**config.mk**
```make
export PLATFORM = sky130hd
export DESIGN_NAME = cpu_mode_access_firewall
export DESIGN_NICKNAME = d
export VERILOG_FILES = /design/src/access_firewall_pkg.sv /design/src/cpu_mode_access_firewall.sv /design/src/config_fuse_store.sv
export SDC_FILE = /design/constraint.sdc
export NUM_CORES = 1
export LEC_CHECK = 0
export BUFFER_PORTS_ARGS = -buffer_cell sky130_fd_sc_hd__buf_2
export CORE_MARGIN = 3
export CORE_UTILIZATION = 50
export DETAILED_ROUTE_END_ITERATION = 16
export GPL_TIMING_DRIVEN = 0
export PLACE_DENSITY = 0.71
export SYNTH_ARGS = -nofsm -noshare
export SYNTH_HDL_FRONTEND = slang
export SYNTH_HIERARCHICAL = 1
export SYNTH_SLANG_ARGS = --single-unit
```
**constraint.sdc**
```tcl
create_clock -name clock_in -period 6.2 [get_ports clock_in]
set_clock_uncertainty 0.15 [all_clocks]
set_input_delay 1.24 -clock clock_in [delete_from_list [all_inputs] [get_ports clock_in]]
set_output_delay 1.24 -clock clock_in [all_outputs]
set_load 0.005 [all_outputs]
```
**src/access_firewall_pkg.sv**
```systemverilog
// Package with constants and carrier types for the CPU mode access firewall
package access_firewall_pkg;

  localparam int ADDR_W = 16;
  localparam int DATA_W = 8;
  localparam int SFR_W  = 8;

  // Mode bits within the status word high register
  localparam int MODE_SYS_BIT  = 7;
  localparam int MODE_CLOS_BIT = 6;

  // Firewall register indices in the firewall register file
  localparam logic [2:0] FW_CTRL_LO   = 3'h0;
  localparam logic [2:0] FW_CTRL_HI   = 3'h1;
  localparam logic [2:0] FW_BASE_LO   = 3'h2;
  localparam logic [2:0] FW_BASE_HI   = 3'h3;
  localparam logic [2:0] FW_SIZE_LO   = 3'h4;
  localparam logic [2:0] FW_SIZE_HI   = 3'h5;
  localparam int         FW_REG_COUNT = 6;

  // Values after reset
  localparam logic [DATA_W-1:0] FW_REG_RESET   = 8'h00;
  localparam logic [DATA_W-1:0] STATUS_RESET   = 8'h00;

  // Address map: SFR space above RAM, hardware SFRs in the upper quarter
  localparam logic [ADDR_W-1:0] RAM_TOP        = 16'h7FFF;
  localparam logic [7:0]        HW_SFR_FIRST   = 8'hC0;
  localparam logic [7:0]        FW_SFR_FIRST   = 8'hA0;
  localparam logic [7:0]        STATUS_SFR     = 8'hD0;
  localparam logic [7:0]        CONFIG_SFR     = 8'hA8;

  // Production configuration bit positions
  localparam int CFG_CLOS_EN_BIT = 0;
  localparam int CFG_W           = 8;

  typedef enum logic [2:0] {
    MODE_BOOT,
    MODE_TEST,
    MODE_CLOS,
    MODE_SYSTEM,
    MODE_APP
  } cpu_mode_t;

  // One access issued by the core
  typedef struct packed {
    logic              valid;
    logic              write;
    logic              is_sfr;
    logic [ADDR_W-1:0] addr;
    logic [DATA_W-1:0] wdata;
    logic [SFR_W-1:0]  app_grant;
  } access_req_t;

  // Access forwarded to memory or registers
  typedef struct packed {
    logic              valid;
    logic              write;
    logic              is_sfr;
    logic [ADDR_W-1:0] addr;
    logic [DATA_W-1:0] wdata;
  } access_fwd_t;

endpackage

```
**src/cpu_mode_access_firewall.sv**
```systemverilog
// CPU mode decoding and access firewall in front of RAM and SFRs
`timescale 1ns/1ps
`default_nettype none
module cpu_mode_access_firewall
  import access_firewall_pkg::*;
(
  input  wire logic                                  clock_in,
  input  wire logic                                  rstn_in,
  input  wire access_firewall_pkg::access_req_t      req_in,
  input  wire logic                                  boot_bit_in,
  input  wire logic                                  test_bit_in,
  input  wire logic [access_firewall_pkg::CFG_W-1:0] fuse_in,
  output access_firewall_pkg::access_fwd_t           fwd_out,
  output logic                                       denied_out,
  output access_firewall_pkg::cpu_mode_t             mode_out,
  output logic [access_firewall_pkg::CFG_W-1:0]      blocks_enable_out,
  output logic [access_firewall_pkg::DATA_W-1:0]     fw_rdata_out
);
  import access_firewall_pkg::*;

  logic [DATA_W-1:0] status_word_high_q;
  logic [DATA_W-1:0] fw_regs_q [FW_REG_COUNT];
  logic [1:0]        boot_sync_q;
  logic [1:0]        test_sync_q;
  logic [1:0]        int_bits_q;
  logic [CFG_W-1:0]  prod_cfg;
  logic              cfg_loaded;
  logic              clos_enabled;
  cpu_mode_t         mode_d;
  logic              allow_d;
  logic              in_window;
  logic [ADDR_W-1:0] win_base;
  logic [ADDR_W-1:0] win_size;
  logic [ADDR_W:0]   win_end;
  logic [15:0]       fw_ctrl;
  logic              sfr_write_ok;

  // Production configuration store, loaded once after reset
  config_fuse_store u_cfg (
    .clock_in   (clock_in),
    .rstn_in    (rstn_in),
    .fuse_in    (fuse_in),
    .config_out (prod_cfg),
    .loaded_out (cfg_loaded)
  );

  // Internal mode bits come from pins, so they pass three flip-flops
  always_ff @(posedge clock_in or negedge rstn_in) begin
    if (!rstn_in) begin
      boot_sync_q <= 2'h0;
      test_sync_q <= 2'h0;
      int_bits_q  <= 2'h0;
    end else begin
      boot_sync_q <= {boot_sync_q[0], boot_bit_in};
      test_sync_q <= {test_sync_q[0], test_bit_in};
      int_bits_q  <= {boot_sync_q[1], test_sync_q[1]};
    end
  end

  // Hardware-register index decode, used for access decisions and for checks
  function automatic logic is_hw_sfr(input logic [ADDR_W-1:0] a);
    return a[7:0] >= HW_SFR_FIRST;
  endfunction

  function automatic logic is_fw_sfr(input logic [ADDR_W-1:0] a);
    return (a[7:0] >= FW_SFR_FIRST) &&
           (a[7:0] < FW_SFR_FIRST + 8'(FW_REG_COUNT));
  endfunction

  // Mode decode from status word high and two internal bits
  always_comb begin
    if (int_bits_q[1]) begin
      mode_d = MODE_BOOT;
    end else if (int_bits_q[0]) begin
      mode_d = MODE_TEST;
    end else if (status_word_high_q[MODE_CLOS_BIT] && clos_enabled) begin
      mode_d = MODE_CLOS;
    end else if (status_word_high_q[MODE_SYS_BIT]) begin
      mode_d = MODE_SYSTEM;
    end else begin
      mode_d = MODE_APP;
    end
  end

  // Contactless mode exists only where the configuration enables it
  assign clos_enabled = cfg_loaded & prod_cfg[CFG_CLOS_EN_BIT];

  // Window and control assembled from the byte-wide firewall registers
  assign fw_ctrl  = {fw_regs_q[FW_CTRL_HI], fw_regs_q[FW_CTRL_LO]};
  assign win_base = {fw_regs_q[FW_BASE_HI], fw_regs_q[FW_BASE_LO]};
  assign win_size = {fw_regs_q[FW_SIZE_HI], fw_regs_q[FW_SIZE_LO]};
  assign win_end  = {1'b0, win_base} + {1'b0, win_size};
  // Window is [base, base+size); wider sum avoids wrap-around grants
  assign in_window = ({1'b0, req_in.addr} >= {1'b0, win_base}) &&
                     ({1'b0, req_in.addr} < win_end);

  // Only privileged, boot and test modes may change rights or the status word
  assign sfr_write_ok = (mode_d == MODE_SYSTEM) || (mode_d == MODE_BOOT) ||
                        (mode_d == MODE_TEST);

  // Access decision for the current request
  always_comb begin
    allow_d = 1'b0;
    if (!req_in.is_sfr) begin
      case (mode_d)
        MODE_BOOT, MODE_TEST: allow_d = 1'b1;
        MODE_SYSTEM, MODE_APP: allow_d = req_in.addr <= RAM_TOP;
        // Firewall grants only the window on top of nothing
        MODE_CLOS: allow_d = in_window;
        default: allow_d = 1'b0;
      endcase
    end else if (req_in.addr[7:0] == CONFIG_SFR) begin
      allow_d = !req_in.write;
    end else if (is_fw_sfr(req_in.addr) ||
                 req_in.addr[7:0] == STATUS_SFR) begin
      allow_d = !req_in.write || sfr_write_ok;
    end else if (is_hw_sfr(req_in.addr)) begin
      case (mode_d)
        MODE_APP: allow_d = |(req_in.app_grant &
                    (8'h01 << req_in.addr[2:0]));
        MODE_CLOS: allow_d = fw_ctrl[req_in.addr[3:0]];
        default: allow_d = 1'b1;
      endcase
    end else begin
      allow_d = 1'b1; // General CPU registers
    end
  end

  // Status word high: mode changes only from a permitted mode
  always_ff @(posedge clock_in or negedge rstn_in) begin
    if (!rstn_in) begin
      status_word_high_q <= STATUS_RESET;
    end else if (req_in.valid && req_in.write && req_in.is_sfr &&
                 req_in.addr[7:0] == STATUS_SFR && allow_d) begin
      status_word_high_q <= req_in.wdata;
    end
  end

  // Firewall registers stay writable even when the mode is absent
  generate
    for (genvar i = 0; i < FW_REG_COUNT; i++) begin : g_fw
      always_ff @(posedge clock_in or negedge rstn_in) begin
        if (!rstn_in) begin
          fw_regs_q[i] <= FW_REG_RESET;
        end else if (req_in.valid && req_in.write && req_in.is_sfr &&
                     allow_d && req_in.addr[7:0] == FW_SFR_FIRST + 8'(i)) begin
          fw_regs_q[i] <= req_in.wdata;
        end
      end
    end
  endgenerate

  // Forwarded access; a refused one never reaches the target
  always_ff @(posedge clock_in or negedge rstn_in) begin
    if (!rstn_in) begin
      fwd_out    <= '0;
      denied_out <= 1'b0;
    end else begin
      fwd_out.valid  <= req_in.valid & allow_d;
      fwd_out.write  <= req_in.write & allow_d;
      fwd_out.is_sfr <= req_in.is_sfr;
      fwd_out.addr   <= req_in.addr;
      fwd_out.wdata  <= req_in.wdata;
      denied_out     <= req_in.valid & !allow_d;
    end
  end

  // Mode, configuration and firewall read-back outputs
  always_ff @(posedge clock_in or negedge rstn_in) begin
    if (!rstn_in) begin
      mode_out          <= MODE_BOOT;
      blocks_enable_out <= '0;
      fw_rdata_out      <= FW_REG_RESET;
    end else begin
      mode_out          <= mode_d;
      blocks_enable_out <= prod_cfg;
      if (is_fw_sfr(req_in.addr)) begin
        fw_rdata_out <= fw_regs_q[3'(req_in.addr[7:0] - FW_SFR_FIRST)];
      end else begin
        fw_rdata_out <= status_word_high_q;
      end
    end
  end

  // Refused requests never appear downstream
  no_refused_fwd_a: assert property (@(posedge clock_in)
    disable iff (!rstn_in)
    (req_in.valid && !allow_d) |=> (!fwd_out.valid && denied_out))
    else $error("refused access was forwarded");
  fwd_mirror_a: assert property (@(posedge clock_in)
    disable iff (!rstn_in)
    (req_in.valid && allow_d) |=> (fwd_out.valid && !denied_out &&
     fwd_out.addr == $past(req_in.addr) &&
     fwd_out.wdata == $past(req_in.wdata)))
    else $error("allowed access not forwarded intact");
  refused_write_a: assert property (@(posedge clock_in)
    disable iff (!rstn_in)
    (req_in.valid && req_in.write && !allow_d) |=> !fwd_out.write)
    else $error("refused write reached the target");
  deny_cause_a: assert property (@(posedge clock_in)
    disable iff (!rstn_in)
    denied_out |-> $past(req_in.valid))
    else $error("denial without a request");

  // RAM rights per mode; the window may only ever add access
  clos_ram_window_a: assert property (@(posedge clock_in)
    disable iff (!rstn_in)
    (req_in.valid && !req_in.is_sfr && mode_d == MODE_CLOS && !in_window)
    |=> denied_out)
    else $error("contactless access outside window allowed");
  clos_window_grant_a: assert property (@(posedge clock_in)
    disable iff (!rstn_in)
    (req_in.valid && !req_in.is_sfr && mode_d == MODE_CLOS && in_window)
    |=> fwd_out.valid)
    else $error("contactless access inside window refused");
  full_ram_a: assert property (@(posedge clock_in)
    disable iff (!rstn_in)
    (req_in.valid && !req_in.is_sfr && !clos_enabled &&
     req_in.addr <= RAM_TOP) |=> fwd_out.valid)
    else $error("RAM access refused without contactless mode");
  app_ram_top_a: assert property (@(posedge clock_in)
    disable iff (!rstn_in)
    (req_in.valid && !req_in.is_sfr && mode_d == MODE_APP &&
     req_in.addr > RAM_TOP) |=> denied_out)
    else $error("application reached memory above RAM");

  // Configuration is fixed once loaded and never writable by software
  cfg_fixed_a: assert property (@(posedge clock_in)
    disable iff (!rstn_in)
    cfg_loaded |=> $stable(prod_cfg))
    else $error("production configuration changed");
  cfg_write_block_a: assert property (@(posedge clock_in)
    disable iff (!rstn_in)
    (req_in.valid && req_in.write && req_in.is_sfr &&
     req_in.addr[7:0] == CONFIG_SFR) |=> denied_out)
    else $error("configuration write was not refused");
  blocks_mirror_a: assert property (@(posedge clock_in)
    disable iff (!rstn_in)
    cfg_loaded |=> blocks_enable_out == $past(prod_cfg))
    else $error("block enables differ from configuration");

  // Register rights; the status address sits inside the hardware range,
  // so the hardware checks leave it out, its own check wins there
  app_no_psw_a: assert property (@(posedge clock_in)
    disable iff (!rstn_in)
    (req_in.valid && req_in.write && req_in.is_sfr && mode_d == MODE_APP &&
     req_in.addr[7:0] == STATUS_SFR) |=> $stable(status_word_high_q))
    else $error("application changed status word");
  fw_reg_guard_a: assert property (@(posedge clock_in)
    disable iff (!rstn_in)
    (req_in.valid && req_in.write && req_in.is_sfr &&
     is_fw_sfr(req_in.addr) &&
     (mode_d == MODE_APP || mode_d == MODE_CLOS)) |=> denied_out)
    else $error("unprivileged firewall register write allowed");
  fw_reg_land_a: assert property (@(posedge clock_in)
    disable iff (!rstn_in)
    (req_in.valid && req_in.write && req_in.is_sfr &&
     req_in.addr[7:0] == FW_SFR_FIRST + 8'(FW_BASE_HI) &&
     mode_d != MODE_APP && mode_d != MODE_CLOS)
    |=> fw_regs_q[FW_BASE_HI] == $past(req_in.wdata))
    else $error("privileged firewall register write lost");
  app_grant_a: assert property (@(posedge clock_in)
    disable iff (!rstn_in)
    (req_in.valid && req_in.is_sfr && mode_d == MODE_APP &&
     is_hw_sfr(req_in.addr) && req_in.addr[7:0] != STATUS_SFR &&
     req_in.app_grant == 8'h00) |=> denied_out)
    else $error("ungranted application hardware access");
  clos_sfr_ctrl_a: assert property (@(posedge clock_in)
    disable iff (!rstn_in)
    (req_in.valid && req_in.is_sfr && mode_d == MODE_CLOS &&
     is_hw_sfr(req_in.addr) && req_in.addr[7:0] != STATUS_SFR &&
     !fw_ctrl[req_in.addr[3:0]]) |=> denied_out)
    else $error("contactless hardware access not blocked");
  clos_hw_grant_a: assert property (@(posedge clock_in)
    disable iff (!rstn_in)
    (req_in.valid && req_in.is_sfr && mode_d == MODE_CLOS &&
     is_hw_sfr(req_in.addr) && req_in.addr[7:0] != STATUS_SFR &&
     fw_ctrl[req_in.addr[3:0]]) |=> fwd_out.valid)
    else $error("granted contactless hardware access refused");

  // Mode decode priorities
  no_clos_mode_a: assert property (@(posedge clock_in)
    disable iff (!rstn_in)
    !clos_enabled |-> mode_d != MODE_CLOS)
    else $error("contactless mode active while disabled");
  boot_mode_a: assert property (@(posedge clock_in)
    disable iff (!rstn_in)
    int_bits_q[1] |=> mode_out == MODE_BOOT)
    else $error("boot bit did not select boot mode");
  test_mode_a: assert property (@(posedge clock_in)
    disable iff (!rstn_in)
    (!int_bits_q[1] && int_bits_q[0]) |=> mode_out == MODE_TEST)
    else $error("test bit did not select test mode");

  // Main scenarios worth seeing at least once
  clos_cov_c: cover property (@(posedge clock_in) disable iff (!rstn_in)
    req_in.valid && mode_d == MODE_CLOS && in_window);
  deny_cov_c: cover property (@(posedge clock_in) disable iff (!rstn_in)
    denied_out);
  app_cov_c: cover property (@(posedge clock_in) disable iff (!rstn_in)
    req_in.valid && mode_d == MODE_APP && req_in.is_sfr && allow_d);
  fused_cov_c: cover property (@(posedge clock_in) disable iff (!rstn_in)
    req_in.valid && !clos_enabled && mode_d == MODE_SYSTEM);
  status_cov_c: cover property (@(posedge clock_in) disable iff (!rstn_in)
    req_in.valid && req_in.write && req_in.is_sfr &&
    req_in.addr[7:0] == STATUS_SFR && allow_d);
endmodule
`default_nettype wire

```
**src/config_fuse_store.sv**
```systemverilog
// One-time production configuration latch, fixed after first load
`timescale 1ns/1ps
`default_nettype none
module config_fuse_store
  import access_firewall_pkg::*;
(
  input  wire logic             clock_in,
  input  wire logic             rstn_in,
  input  wire logic [CFG_W-1:0] fuse_in,
  output logic      [CFG_W-1:0] config_out,
  output logic                  loaded_out
);
  import access_firewall_pkg::*;

  logic [CFG_W-1:0] fuse_meta_q;
  logic [CFG_W-1:0] fuse_sync_q;
  logic [1:0]       fill_q;

  // Fuse pins are static but not clocked, so two flops come first
  always_ff @(posedge clock_in or negedge rstn_in) begin
    if (!rstn_in) begin
      fuse_meta_q <= '0;
      fuse_sync_q <= '0;
      fill_q      <= 2'h0;
    end else begin
      fuse_meta_q <= fuse_in;
      fuse_sync_q <= fuse_meta_q;
      fill_q      <= {fill_q[0], 1'b1}; // Marks the sync stage as filled
    end
  end

  // Captured once after reset release; no software path reaches it
  always_ff @(posedge clock_in or negedge rstn_in) begin
    if (!rstn_in) begin
      config_out <= '0;
      loaded_out <= 1'b0;
    end else if (!loaded_out && fill_q[1]) begin
      config_out <= fuse_sync_q;
      loaded_out <= 1'b1;
    end
  end
endmodule
`default_nettype wire

```
Word level (Yosys, flattened, before mapping) --
Cells that the tools add are included.
Word-level totals: ROM bits 0, bits of input ports 47, memories 0, output and inout bits 47, latch bits 0, word-level logic and storage cells 95, register bits 136, bits in writable memories 0
Operators by class: divide/modulo/power cells 0, $lt $le $gt $ge 8, eq/ne operators 12, add/sub/neg operators 2, reductions and logical operators 26, multiplexer cells 16, shift operators 1, multipliers 0, bitwise operators 6
Operators with widths (number):
- $eq A8 B8 Y1 const B | 8
- $bmux W8 S3 | 1
- $mux W8 | 3
- $add A16 B16 Y17 | 1
- $lt A16 B17 Y1 | 1
- $ge A16 B16 Y1 | 1
- $ge A8 B8 Y1 const B | 2
- $le A16 B15 Y1 const B | 1
- $logic_and A1 B1 Y1 | 15
- $mux W3 | 4
- $and A8 B8 Y8 | 1
- $lt A8 B8 Y1 const B | 1
- $reduce_or A8 Y1 | 1
- $shl A1 B3 Y8 const A | 1
- $eq A3 B2 Y1 const B | 2
- $lt A4 B5 Y1 const B | 1
- $mux W1 | 5
- $and A1 B1 Y1 | 4
- $bmux W1 S4 | 1
- $ge A4 B4 Y1 const B | 1
- $logic_or A1 B1 Y1 | 4
- $not A3 Y4 | 1
- $reduce_or A2 Y1 | 2
- $eq A3 B1 Y1 const B | 1
- 6 further kinds | 8

Logic depth before layout (Yosys ltp) --
word-level depth 14, gate-level depth with buffers 17, mapped depth without buffers 17

Cells and area by module --
The synthesis kept the hierarchy.
Modules (own cells, without submodules):
- cpu_mode_access_firewall | cells an instance 481, instances 1, sequential area each 2727.6 um2, area an instance 5779.3 um2
- config_fuse_store | cells an instance 39, instances 1, sequential area each 675.6 um2, area an instance 830.8 um2

Worst setup path before layout --
Ideal clock, no wire load.
kind input to register, start in req_in[16] (netlist name), end reg fw_regs_q, in the netlist fw_ctrl[10], stages 12, buffers on the path 2, data arrival time 3831 ps, data required time 5925 ps, path slack 2094 ps, setup time 125 ps, cells stage by stage buf_2 > inv_1 > ha_1 > nor2b_1 > o21ai_0 > a21oi_1 > o41ai_1 > a41oi_1 > nor4_4 > and4_1 > buf_4 > mux2_2
On the way: cells in the longest elaborated chain, start to end 10, elaborated cells between the ends (all ways) 25, classes of those cells order compare (6); eq/ne (3); shift (1); mux (8); bitwise (1); reduce/logical (6)
RTL lines:
- from (decl) | RTL line cpu_mode_access_firewall.sv:9 | input wire access_firewall_pkg::access_req_t req_in,
- branches (longest 9 deep; another with $bmux W1 S4)
- $logic_and A1 B1 Y1 (*) | RTL line cpu_mode_access_firewall.sv:146 | allow_d && req_in.addr[7:0] == FW_SFR_FIRST + 8'(i)) begin
- to (signal, indexed assignment) | RTL line cpu_mode_access_firewall.sv:147 | fw_regs_q[i] <= req_in.wdata;
- to (decl) | RTL line cpu_mode_access_firewall.sv:22 | logic [DATA_W-1:0] fw_regs_q [FW_REG_COUNT];
Mark *: on every way between the ends. The select of a mux whose other input is x is not followed. A chain may end at the register's enable or synchronous reset.

Worst setup path after layout --
start reg fw_regs_q[24] (netlist name), end reg denied_out
On the way: cells in the longest elaborated chain, start to end 7, elaborated cells between the ends (all ways) 8, classes of those cells add/sub (1); order compare (2); mux (2); bitwise (1); reduce/logical (2)
RTL lines:
- $add A16 B16 Y17 | RTL line cpu_mode_access_firewall.sv:92 | assign win_end = {1'b0, win_base} + {1'b0, win_size};
- $lt A16 B17 Y1 | RTL line cpu_mode_access_firewall.sv:95 | ({1'b0, req_in.addr} < win_end);
- $logic_and A1 B1 Y1 (*) | RTL line cpu_mode_access_firewall.sv:94 | assign in_window = ({1'b0, req_in.addr} >= {1'b0, win_base}) &&
- $pmux W1 S3 (*) | RTL line cpu_mode_access_firewall.sv:105 | case (mode_d)
- $mux W1 (*) | RTL line cpu_mode_access_firewall.sv:104 | if (!req_in.is_sfr) begin
- $logic_not A1 Y1 (*) | RTL line cpu_mode_access_firewall.sv:164 | denied_out <= req_in.valid & !allow_d;
- $and A1 B1 Y1 (*) | RTL line cpu_mode_access_firewall.sv:164
- to (signal assigned) | RTL line cpu_mode_access_firewall.sv:164
- to (decl) | RTL line cpu_mode_access_firewall.sv:14 | output logic denied_out,
Mark *: on every way between the ends. The rest lies on a longest branch, timed or not.

==> results_dict.tcl <==
set metrics [dict create \
    max_freq_mhz 209 \
    ioPinCount 94 \
    synth_top_cell_by_area "dfrtp_1" \
    outcome "complete, no violations" \
    port_buffers 93 \
    grt_pass1_vias 4807 \
    sequential_cell_area_mm2 0.00340 \
    tns_ns 0 \
    worstSetupPathType "reg -> reg" \
    cts-root-buf "clkbuf_16" \
    core.rowCount 41 \
    crit_path_end_kind "flip-flop" \
    crit-reg2reg-launch "fw_regs_q[24]" \
    post_cts.repair.setup_buffers 0 \
    hold_buffers 0 \
    drc 0 \
    htreeDepth 4 \
    hold_path.startpoint "u_cfg/fuse_meta_q[6]" \
    peakVddDrop_mv 0.161 \
    synth.area.top_cells "dfrtp_1 (51%), mux2_2 (9.9%), ha_1 (8.9%)" \
    place_area_mm2 0.00732 \
    slew_headroom_pct 49.0 \
    place_hpwl_um 11400 \
    worstMarginPinSlew_ns 0.765 \
    fin_util_pct 61.7 \
    initial_core_util_pct 51.7 \
    post-route-min-period_ns 4.78 \
    cp.required_ns 6.36 \
    synthCells 520 \
    synthTopCellsByCount "dfrtp_1 (136), mux2_2 (58), ha_1 (47), a21oi_1 (30), o21ai_0 (25)" \
    synth_edf_count 0 \
    path_max_fanout 4 \
    hold_path_class "reg -> reg" \
    firstDrtPassIters 5 \
    syn_to_final_growth_pct 19.3 \
    final_antenna_net_count 0 \
    coreArea_mm2 0.0128 \
    async_flop_share_pct 100 \
    syn_area_mm2 0.00661 \
    setup_viol 0 \
    cts_buffers 17 \
    dieHeight_um 121 \
    cts_tree "yes" \
    synth.distinct_cells 55 \
    fill_cells 1007 \
    clk_path_buf_depth 2 \
    finalWirelength_um 15400 \
    drt_iter0_markers 288 \
    finalCritPeriodShare_pct 77.1 \
    final_layout_size_suffix_gt1_share_pct 33.9 \
    grt_max_degree 71 \
    ys.flop_type "dfrtp_1" \
    clkTransAtPathRegs_ns 0.06 \
    synth-seq-cells 136 \
    nets 728 \
    cap_violations 0 \
    crit_start "fw_regs_q[24]" \
    rsz0062_at_grt "false" \
    yosys_warnings 6 \
    drt-wirelength-per-cell_um 18.8 \
    gp_congestion 0.873 \
    cts_resized 0 \
    vias 4631 \
    slew_viol_final 0 \
    arrival_ns 4.93 \
    multi_input_area_mm2 0.00305 \
    avgSynthCellArea_um2 12.7 \
    grt_usage_pct 22.3 \
    leakage_nw 3.82 \
    antenna_found_initial 0 \
    gr-total-overflow 0 \
    fin_area_mm2 0.00789 \
    grt_first_pass_wirelength_um 24900 \
    critPathLaunchType "flip-flop" \
    drt-vias-per-instance 5.66 \
    synth_top_area_share_pct 51.5 \
    hold_viol 0 \
    yosysMostFrequentCell "dfrtp_1" \
    die_w_um 121 \
    synth_nets 615 \
    insertion_delay_ns 0.42 \
    ys_seq_area_share_pct 51.5 \
    num_antenna_cells 0 \
    die-area_mm2 0.0146 \
    power_density_mw_per_mm2 260 \
    clkSinkCount 136 \
]
## report_power, final
part	switching [mW]	internal, mW	leakage (nW)
combinational	0.0886	0.0706	1.80
sequential	0.0162	0.924	1.75
clock	0.388	0.563	0.274
## worst max-delay path, stage by stage, from the launching register on
cell and delay (ns):
dfrtp_1 0.43, ha_1 0.23, fa_1 0.43, a211oi_1 0.40
o21ai_0 0.16, a21oi_1 0.29, o21ai_0 0.26, nor4_1 0.24
nor3_1 0.12, a21oi_1 0.21, xor2_1 0.10, ha_1 0.20
or4_1 0.58, a311oi_1 0.37, or4_1 0.17, a41oi_1 0.08
o21a_1 0.25
## layout make-up
| cell class | count | area share [%] |
|---|---|---|
| clock buffers | 18 | 5.57 |
| clock inverters | 14 | 1.57 |
| inverters | 23 | 1.09 |
| well taps | 172 | 2.73 |
| plain buffers | 14 | 0.936 |
| multi-input cells | 347 | 38.6 |
| flip-flops and latches | 136 | 43.1 |
| repair buffers | 94 | 6.33 |
## through the flow
| stage | power [mW] | worst slack [ns] | hold WS (ns) | std cells |
|---|---|---|---|---|
| 2_1_floorplan | 1.03 | 2.09 | 0.181 | 520 |
| 3_3_place_gp | 1.11 | 1.12 | 0.181 | 785 |
| 3_5_place_dp | 1.12 | 1.12 | 0.185 | 786 |
| 4_1_cts | 2.07 | 1.47 | 0.198 | 818 |
| 5_1_grt | 2.13 | 1.16 | 0.205 | 818 |
| 6_report | 2.05 | 1.42 | 0.195 | 818 |
## sequential cells by signal (all words and copies together) (netlist names), 2 cells and up
register            flops
u_cfg/fuse_sync_q       8
test_sync_q             2
u_cfg/fuse_meta_q       8
blocks_enable_out       8
fw_regs_q              32
fw_rdata_out            8
int_bits_q              2
u_cfg/fill_q            2
fw_ctrl                16
u_cfg/config_out        8
status_word_high_q      8
fwd_out                27
mode_out                3
boot_sync_q             2
## cells in the final DEF, fill, tap and decap left out, types with 4 or more instances in the layout
master,Yosys,final
and3_1,6,6
a211oi_1,4,4
clkinv_2,0,5
nor2_1,21,21
nand2_1,21,21
ha_1,47,47
mux4_2,11,11
nand2b_1,4,4
o21ai_0,25,25
nor3_1,10,10
a21o_1,4,4
buf_2,2,94
mux2_4,8,8
a21oi_1,30,30
o22ai_1,6,6
xnor2_1,5,5
nor2b_1,7,7
mux2_2,58,58
nand3_1,6,6
xor2_1,7,7
clkbuf_1,6,6
clkbuf_16,0,17
dfrtp_1,136,136
mux2i_1,20,20
inv_1,23,23
## worst paths after layout
kind,endpoint,slack (ns),cells after the start
worst max-delay path,denied_out,1.42,16
worst min-delay path,u_cfg/fuse_sync_q[6],0.20,0
worst max register to register,denied_out,1.42,16
worst min register to register,u_cfg/fuse_sync_q[6],0.20,0
max in group asynchronous,u_cfg/fuse_sync_q[5],4.51,2
min in group asynchronous,fwd_out[21],0.66,1
## metal layers
metal	track usage, %	vias to the layer above	wire, um
li1	-	2139	-
met1	29.7	2310	6570
met2	35.8	157	7530
met3	5.22	25	944
met4	8.22	0	336
met5	0	-	0
## logic make-up after synthesis
logic type	count (synthesis)	share of synthesized area [%]
buffers and inverters	37	2.42
DFF	136	51.5
and+or+nand+nor	99	8.61
AOI/OAI and AO/OA	90	8.16
other	1	0.0567
muxes	97	18.5
xor gates and xnor gates	12	1.59
adders and majority gates	48	9.20
(Power assumes the default switching activity.)
